===== config.mk =====
export PLATFORM = sky130hd
export DESIGN_NAME = flash_address_buffer_registers
export DESIGN_NICKNAME = d
export VERILOG_FILES = /design/src/shared/flash_regs_pkg.sv /design/src/flash_address_buffer_registers.sv
export VERILOG_INCLUDE_DIRS = /design/src /design/src/shared
export SDC_FILE = /design/constraint.sdc
export NUM_CORES = 1
export LEC_CHECK = 0
export BUFFER_PORTS_ARGS = -buffer_cell sky130_fd_sc_hd__buf_4
export CAP_MARGIN = 20
export CORE_MARGIN = 2
export CORE_UTILIZATION = 49
export CTS_CLUSTER_SIZE = 40
export DETAILED_ROUTE_END_ITERATION = 12
export PLACE_DENSITY = 0.82
export SKIP_LAST_GASP = 1
export SYNTH_ARGS = -nofsm -noshare
export SYNTH_HDL_FRONTEND = slang
export SYNTH_SLANG_ARGS = --single-unit

===== constraint.sdc =====
create_clock -name clock -period 1.99 [get_ports clock]
set_clock_uncertainty 0.15 [all_clocks]
set_input_delay 0.0995 -clock clock [delete_from_list [all_inputs] [get_ports clock]]
set_output_delay 0.0995 -clock clock [all_outputs]
set_load 0.02 [all_outputs]

===== src/shared/flash_regs_consts.svh =====
// Purpose: Offsets, field positions, reset values and fixed codes of the flash address register bank.
// Assumes: Word offsets are register indices; the AHB byte address is four times the index.
// Notes:   Definitions only.
`ifndef FLASH_REGS_CONSTS_SVH
`define FLASH_REGS_CONSTS_SVH

// ==========================================================================
// Register indices
`define IDX_MAKER_CODE           16'hf000
`define IDX_PART_CODE            16'hf001
`define IDX_PAGE_BUF_CAPACITY    16'hf003
`define IDX_STARTUP_BUF_CAPACITY 16'hf004
`define IDX_BUFFER_COUNTS        16'hf005
`define IDX_CELL_TECHNOLOGY      16'hf006
`define IDX_TARGET_BLOCK         16'hf100
`define IDX_SPARE_ADDRESS_SLOT   16'hf101
`define IDX_COPY_DEST_BLOCK      16'hf102
`define IDX_COPY_DEST_PAGE_SECT  16'hf103
`define IDX_TARGET_PAGE_SECT     16'hf107
`define IDX_BUFFER_SELECT        16'hf200
`define IDX_BUFFER_STATUS        16'hf201

// ==========================================================================
// Fixed values
`define VAL_MAKER_CODE           16'h0a5a
`define VAL_PART_CODE_LOW_VCC    16'h0011
`define VAL_PART_CODE_HIGH_VCC   16'h0012
`define VAL_PAGE_BUF_CAPACITY    16'h0400
`define VAL_STARTUP_BUF_CAPACITY 16'h0200
`define VAL_BUFFER_COUNTS        16'h0201
`define VAL_TECH_SLC             16'h0000
`define VAL_TECH_MLC             16'h0001
`define VAL_ZERO16               16'h0000

// ==========================================================================
// Field positions
`define BLOCK_MSB                7
`define PAGE_MSB                 7
`define PAGE_LSB                 2
`define SECTOR_BIT               0
`define BSA_MSB                  11
`define BSA_LSB                  8
`define BSA_STARTUP_PAGE_BIT     3
`define BSA_PAGE_BUF_BIT         2
`define BSA_SECTOR_BIT           0
`define BSC_BIT                  0
`define RESP_OKAY                1'b0
`define HTRANS_NONSEQ_BIT        1
`endif


===== src/shared/flash_regs_pkg.sv =====
// Purpose: Types of the flash address register bank.
// Assumes: Nothing beyond the constants header.
// Notes:   Types only.
// ==========================================================================
// Types
package flash_regs_pkg;
  typedef enum logic [1:0] {
    XFER_IDLE   = 2'b00,
    XFER_FIRST  = 2'b01,
    XFER_SECOND = 2'b10
  } xfer_state_e;
endpackage


===== src/flash_address_buffer_registers.sv =====
// Purpose: Host-visible identification, address and buffer-select registers over AHB-Lite.
// Assumes: Single 32-bit word transfers; data in low 16 bits; zero-wait slave.
// Notes:   A transfer sequencer walks the selected buffer sectors on request.
`timescale 1ns/1ps
`default_nettype none
`include "flash_regs_consts.svh"

module flash_address_buffer_registers (
  // Clock and reset
  input  wire logic        clock,
  input  wire logic        rst_n,
  // Part strap
  input  wire logic        highVccPart,
  // AHB-Lite slave
  input  wire logic        hsel,
  input  wire logic [31:0] haddr,
  input  wire logic [1:0]  htrans,
  input  wire logic        hwrite,
  input  wire logic [2:0]  hsize,
  input  wire logic [31:0] hwdata,
  input  wire logic        hready,
  output logic      [31:0] hrdata,
  output logic             hreadyout,
  output logic             hresp,
  // Flash array sequencer
  input  wire logic        arrayStart,
  input  wire logic        arrayStep,
  output logic      [3:0]  activeSector,
  output logic             arrayBusy,
  output logic             startupBlocked,
  output logic             pageZeroBlocked,
  // Address outputs
  output logic      [7:0]  targetBlockNumber,
  output logic      [7:0]  copyDestBlockNumber,
  output logic      [5:0]  copyDestPageNumber,
  output logic             copyDestSectorNumber,
  output logic      [5:0]  startPageNumber,
  output logic             startSectorNumber,
  output logic      [3:0]  bufferSectorSelect,
  output logic             transferSectorCount
);

  // ========================================================================
  // Decoding helpers
  function automatic logic [15:0] word_index(input logic [31:0] a);
    word_index = a[17:2];
  endfunction

  // The upper byte of every eight-bit field register is reserved and reads zero.
  function automatic logic [15:0] pad8(input logic [7:0] v);
    pad8 = {8'h00, v};
  endfunction

  // ========================================================================
  // Input synchronisers and strap capture
  logic       strapMeta;
  logic       strapSync;
  logic       startMeta;
  logic       startSync;
  logic       stepMeta;
  logic       stepSync;
  logic       startPrev;
  logic       stepPrev;
  logic       partHigh;
  logic       strapTaken;

  always_ff @(posedge clock) begin
    strapMeta <= highVccPart;
    strapSync <= strapMeta;
    startMeta <= arrayStart;
    startSync <= startMeta;
    stepMeta  <= arrayStep;
    stepSync  <= stepMeta;
  end

  always_ff @(posedge clock) begin
    if (!rst_n) begin
      startPrev <= 1'b0;
      stepPrev  <= 1'b0;
    end else begin
      startPrev <= startSync;
      stepPrev  <= stepSync;
    end
  end

  // The strap is sampled once after reset release; a running part does not change variant.
  always_ff @(posedge clock) begin
    if (!rst_n) begin
      strapTaken <= 1'b0;
      partHigh   <= 1'b0;
    end else if (!strapTaken) begin
      strapTaken <= 1'b1;
      partHigh   <= strapSync;
    end
  end

  wire startPulse = startSync & ~startPrev;
  wire stepPulse  = stepSync & ~stepPrev;

  // ========================================================================
  // AHB-Lite address phase capture
  logic        dataPhase;
  logic        dataWrite;
  logic [15:0] dataIndex;

  always_ff @(posedge clock) begin
    if (!rst_n) begin
      dataPhase <= 1'b0;
      dataWrite <= 1'b0;
      dataIndex <= `VAL_ZERO16;
    end else if (hready) begin
      dataPhase <= hsel & htrans[`HTRANS_NONSEQ_BIT];
      dataWrite <= hwrite;
      dataIndex <= word_index(haddr);
    end
  end


  // ========================================================================
  // Data phase decode
  wire         wrEn  = dataPhase & dataWrite;
  wire  [15:0] wdata = hwdata[15:0];

  // ========================================================================
  // Writable registers; reserved bits are not stored, so they read as zero.
  always_ff @(posedge clock) begin
    if (!rst_n) begin
      targetBlockNumber <= 8'h00;
    end else if (wrEn && dataIndex == `IDX_TARGET_BLOCK) begin
      targetBlockNumber <= wdata[`BLOCK_MSB:0];
    end
  end

  always_ff @(posedge clock) begin
    if (!rst_n) begin
      copyDestBlockNumber <= 8'h00;
    end else if (wrEn && dataIndex == `IDX_COPY_DEST_BLOCK) begin
      copyDestBlockNumber <= wdata[`BLOCK_MSB:0];
    end
  end

  always_ff @(posedge clock) begin
    if (!rst_n) begin
      copyDestPageNumber   <= 6'h00;
      copyDestSectorNumber <= 1'b0;
    end else if (wrEn && dataIndex == `IDX_COPY_DEST_PAGE_SECT) begin
      copyDestPageNumber   <= wdata[`PAGE_MSB:`PAGE_LSB];
      copyDestSectorNumber <= wdata[`SECTOR_BIT];
    end
  end

  always_ff @(posedge clock) begin
    if (!rst_n) begin
      startPageNumber   <= 6'h00;
      startSectorNumber <= 1'b0;
    end else if (wrEn && dataIndex == `IDX_TARGET_PAGE_SECT) begin
      startPageNumber   <= wdata[`PAGE_MSB:`PAGE_LSB];
      startSectorNumber <= wdata[`SECTOR_BIT];
    end
  end

  // Rewriting the select while the array is busy would corrupt the running walk, so it is held.
  always_ff @(posedge clock) begin
    if (!rst_n) begin
      bufferSectorSelect  <= 4'h0;
      transferSectorCount <= 1'b0;
    end else if (wrEn && dataIndex == `IDX_BUFFER_SELECT && !arrayBusy) begin
      bufferSectorSelect  <= wdata[`BSA_MSB:`BSA_LSB];
      transferSectorCount <= wdata[`BSC_BIT];
    end
  end

  // ========================================================================
  // Buffer transfer sequencer
  flash_regs_pkg::xfer_state_e state;
  flash_regs_pkg::xfer_state_e next_state;

  // A start seen while a walk runs is dropped; the walk must finish first.
  always_comb begin
    next_state = state;
    case (state)
      flash_regs_pkg::XFER_IDLE: begin
        if (startPulse) begin
          next_state = flash_regs_pkg::XFER_FIRST;
        end
      end
      flash_regs_pkg::XFER_FIRST: begin
        if (stepPulse) begin
          next_state = transferSectorCount ? flash_regs_pkg::XFER_IDLE
                                           : flash_regs_pkg::XFER_SECOND;
        end
      end
      flash_regs_pkg::XFER_SECOND: begin
        if (stepPulse) begin
          next_state = flash_regs_pkg::XFER_IDLE;
        end
      end
      default: begin
        next_state = flash_regs_pkg::XFER_IDLE;
      end
    endcase
  end

  always_ff @(posedge clock) begin
    if (!rst_n) begin
      state <= flash_regs_pkg::XFER_IDLE;
    end else begin
      state <= next_state;
    end
  end

  always_ff @(posedge clock) begin
    if (!rst_n) begin
      activeSector <= 4'h0;
    end else if (state == flash_regs_pkg::XFER_IDLE && startPulse) begin
      activeSector <= bufferSectorSelect;
    end else if (state == flash_regs_pkg::XFER_FIRST && stepPulse) begin
      // Bit 0 toggles: a walk from sector 0 moves to sector 1, and from sector 1, the top, it wraps to sector 0 of the same buffer.
      activeSector <= {activeSector[3:1], ~activeSector[`BSA_SECTOR_BIT]};
    end
  end

  // ========================================================================
  // Host RAM blocking flags

  always_ff @(posedge clock) begin
    if (!rst_n) begin
      arrayBusy       <= 1'b0;
      startupBlocked  <= 1'b0;
      pageZeroBlocked <= 1'b0;
    end else begin
      arrayBusy <= (next_state != flash_regs_pkg::XFER_IDLE);
      if (next_state == flash_regs_pkg::XFER_IDLE) begin
        startupBlocked  <= 1'b0;
        pageZeroBlocked <= 1'b0;
      end else if (state == flash_regs_pkg::XFER_IDLE) begin
        // Startup RAM in use blocks page buffer zero and the other way round.
        startupBlocked  <= bufferSectorSelect[`BSA_STARTUP_PAGE_BIT]
                           & ~bufferSectorSelect[`BSA_PAGE_BUF_BIT];
        pageZeroBlocked <= ~bufferSectorSelect[`BSA_STARTUP_PAGE_BIT];
      end
    end
  end

  // ========================================================================
  // Read mux
  logic [15:0] readWord;

  // Reserved bits are tied to zero in every readback word.
  always_comb begin
    case (word_index(haddr))
      `IDX_MAKER_CODE:           readWord = `VAL_MAKER_CODE;
      `IDX_PART_CODE:            readWord = partHigh ? `VAL_PART_CODE_HIGH_VCC : `VAL_PART_CODE_LOW_VCC;
      `IDX_PAGE_BUF_CAPACITY:    readWord = `VAL_PAGE_BUF_CAPACITY;
      `IDX_STARTUP_BUF_CAPACITY: readWord = `VAL_STARTUP_BUF_CAPACITY;
      `IDX_BUFFER_COUNTS:        readWord = `VAL_BUFFER_COUNTS;
      `IDX_CELL_TECHNOLOGY:      readWord = `VAL_TECH_SLC;
      `IDX_TARGET_BLOCK:         readWord = pad8(targetBlockNumber);
      `IDX_SPARE_ADDRESS_SLOT:   readWord = `VAL_ZERO16;
      `IDX_COPY_DEST_BLOCK:      readWord = pad8(copyDestBlockNumber);
      `IDX_COPY_DEST_PAGE_SECT:  readWord = pad8({copyDestPageNumber, 1'b0, copyDestSectorNumber});
      `IDX_TARGET_PAGE_SECT:     readWord = pad8({startPageNumber, 1'b0, startSectorNumber});
      `IDX_BUFFER_SELECT:        readWord = {4'h0, bufferSectorSelect, 7'h00, transferSectorCount};
      `IDX_BUFFER_STATUS:        readWord = {activeSector, 9'h000, startupBlocked, pageZeroBlocked, arrayBusy};
      default:                   readWord = `VAL_ZERO16;
    endcase
  end

  // Read data is registered at the address phase so the data phase needs no wait state.
  always_ff @(posedge clock) begin
    if (!rst_n) begin
      hrdata <= 32'h0000_0000;
    end else if (hready && hsel && htrans[`HTRANS_NONSEQ_BIT] && !hwrite) begin
      hrdata <= {16'h0000, readWord};
    end
  end

  always_ff @(posedge clock) begin
    if (!rst_n) begin
      hreadyout <= 1'b0;
      hresp     <= `RESP_OKAY;
    end else begin
      // No transfer is ever stretched, so ready stays high once reset is gone.
      hreadyout <= 1'b1;
      hresp     <= `RESP_OKAY;
    end
  end

endmodule // flash_address_buffer_registers
`default_nettype wire


==> results.ini <==
[run]
maxCapViolCount = 0

[drt]
firstDrtPassIters = 4
viasPerCell = 5.35
routed_wl_mm = 10.4
antenna_left = 0
routed-via-count = 3491
post-route-drc-count = 0
dr.first_iter.drc_count = 238
wl_per_cell_um = 16.0

[logic_synthesis]
ys_ff_latch = 88
synth_cells = 408
synth_cell_types = 51
syn_area_per_cell_um2 = 9.64
synthArstFlopShare_pct = 0
synth_edf_count = 0
ys_warn_count = 0
ys_seq_area_share_pct = 44.8
yosysTopAreaCell = dfxtp_1
yosys-top-cells-area = dfxtp_1, mux2i_1, nand2_1
synth_area_mm2 = 0.00393
ys.flop_type = dfxtp_1
synth_top_area_share_pct = 44.8

[sta]
finalCritPeriodShare_pct = 97.9
drv_slew = 0
fin_tns_setup_ns = 0
worstMarginPinSlew_ns = 0.503
rsz0062_at_grt = true
setup_ws_ns = 0.0423
slew_headroom_pct = 66.2
setup_violations = 0
max_freq_mhz = 513
layout_min_cycle_time_ns = 1.95
hold_viol = 0

[layout]
fin_util_pct = 69.7
fin_nets = 623
synthToLayoutAreaGrowth_pct = 37.6
drive_gt1_share_pct = 26.7
diodes = 0
filler_cell_count = 584
design_area_mm2 = 0.00541

[global_route]
grt_pass1_vias = 3409
antenna_found_initial = 0
grt_first_pass_wirelength_mm = 16.2
grt_max_degree = 70
grt.overflow.total = 0
grt.total_usage_pct = 23.7

[outcome]
status = finished clean

[critical_path]
path_cells = dlygate4sd3_1 -> buf_4 -> or4b_4 -> nor3_4 -> o2111ai_4 -> o31ai_2
arrival_ns = 2.08
endpoint_kind = register
critPathBufInv = 2
cpPeakStageDelay_ns = 0.55
critPathLaunchType = input port
critical-path-top-delay-family = simple AND/OR/NAND/NOR gates
slowest_stage = dlygate4sd3_1
path_max_fanout = 8
required_ns = 2.12
path_class = input port to register

[floorplanning]
die_y_um = 93.6
die_w_um = 93.6
coreArea_mm2 = 0.00777
dieArea_mm2 = 0.00876
rows = 32
initial_utilization_pct = 50.6
ioPinCount = 153

[clock_network]
numCtsBuffers = 9
clock_sinks = 88
htreeDepth = 3
cts_tree = done
clockBufferDepth = 2
clock-root-buffer = clkbuf_8
clk_pin_slew_ns = 0.08
insertion_delay_ns = 0.35

[placement]
placed_area_mm2 = 0.00476
portBuffers = 95
place.gp.congestion = 0.811
dpl_worst_slack_ns = 0.0735
dp_hpwl_mm = 7.10

[power]
p_int_w = 0.00261
p_seq_share_pct = 53.0
p_leak_nw = 2.26
switchingPower_w = 0.000845
pwr-share-clk_pct = 35.5
irDropWorstVdd_mv = 0.417
p_per_area_mw_per_mm2 = 639
swShare_pct = 24.4
combPwrFrac_pct = 11.6

[hold_path]
hold_path_class = input port to register

==> final timing paths <==
path	slack, ns	cells after the start	from	endpoint
min reg2reg	0.18	0	stepMeta	stepSync
max	0.04	6	haddr[12]	hrdata[5]
min	0.001	4	haddr[2]	hrdata[11]
max reg2reg	0.13	5	dataIndex[3]	targetBlockNumber[7]
==> cell usage after synthesis, types with 2 or more instances <==
library cell and number:
a21boi_0 7, a21oi_1 12, a221oi_1 2, a32oi_1 9, and2_1 5, and3_1 2, and4b_1 2, buf_1 5
buf_2 2, buf_4 17, clkbuf_1 17, dfxtp_1 88, inv_1 3, mux2i_1 60, nand2_1 60, nand2b_1 4
nand3_1 9, nand3b_1 3, nand4_1 4, nand4b_1 2, nor2_1 10, nor2b_1 27, nor3_1 5, nor3b_1 4
nor4b_2 2, nor4bb_1 3, o21a_1 2, o21ai_0 9, o2bb2ai_1 2, o31ai_1 4, o32a_1 3, or2_2 2
or3_1 2, or3b_2 2, or4b_4 2
==> area by class of cell <==
cell class                 instances  area, um2  area share (%)
timing repair buffer             152       1270            23.5
clock buffer                      12        145            2.68
multi-input combinational        292       2040            37.7
inverter                           3       11.3           0.208
tap                              102        128            2.36
clock inverter                     4       53.8           0.994
sequential                        88       1760            32.6
==> layer usage <==
layer  global-route usage (%)  up-vias  routed length [um]
met2                     41.6      119                5360
met1                     28.6     1680                4290
met3                     5.56       15                 652
met5                        0        -                   0
met4                     7.73        0                 136
li1                         -     1677                   -
==> power groups by stage <==
stage               sequential (W)  combinational (W)  clock, W
floorplan                  0.00187           0.000226         0
global placement           0.00187           0.000318         0
detailed placement         0.00187           0.000327         0
CTS                        0.00183           0.000391   0.00124
global route               0.00184           0.000432   0.00131
finish                     0.00183           0.000400   0.00123
==> cells by family after synthesis <==
group                  synth area share (%)
AO/OA/AOI/OAI                          10.4
XOR/XNOR                              0.223
buffers and inverters                  5.89
flip-flops                             44.8
multiplexers                           15.6
other                                0.0954
AND/OR/NAND/NOR                        23.0
==> cell usage in the layout, fill, tap and decap left out, types with 9 or more instances in the layout <==
cell type / synthesis / layout
conb_1: 1 / 17
buf_4: 17 / 109
nand3_1: 9 / 9
a21oi_1: 12 / 11
nor2_1: 10 / 10
clkbuf_8: 0 / 10
nor2b_1: 27 / 27
a32oi_1: 9 / 9
dfxtp_1: 88 / 88
nand2_1: 60 / 60
mux2i_1: 60 / 60
o21ai_0: 9 / 9
dlygate4sd3_1: 0 / 39
==> per-stage QoR <==
step	hold WS (ns)	total power [W]	cells
2_1_floorplan	-0.0228	0.00209	424
3_5_place_dp	0.0549	0.00220	596
4_1_cts	0.000616	0.00346	652
6_report	0.00116	0.00346	653
3_3_place_gp	0.0545	0.00219	596
5_1_grt	0.0110	0.00358	653
==> worst reg2reg max path, stage by stage (launching register included) <==
cell      delay [ns]
dfxtp_1         0.34
nor4_4          0.32
nand4b_1        0.20
nor4bb_2        0.29
buf_4           0.25
mux2i_1         0.23
==> sequential cells by signal, summed over array words and instances (netlist names), 2 cells and up <==
signal	count
bufferSectorSelect	4
startPageNumber	6
activeSector	4
dataIndex	16
copyDestPageNumber	6
hrdata	16
state	2
copyDestBlockNumber	8
targetBlockNumber	8
==> repair_timing <==
item / 4_1_cts / 5_1_grt
setup endpoints to repair: 0 / 24
hold endpoints to repair: 61 / 0
hold buffers: 40 / 0
resized for setup: 0 / 11
setup buffers: 0 / 2
Note: power is estimated with default switching activity, not from simulation.
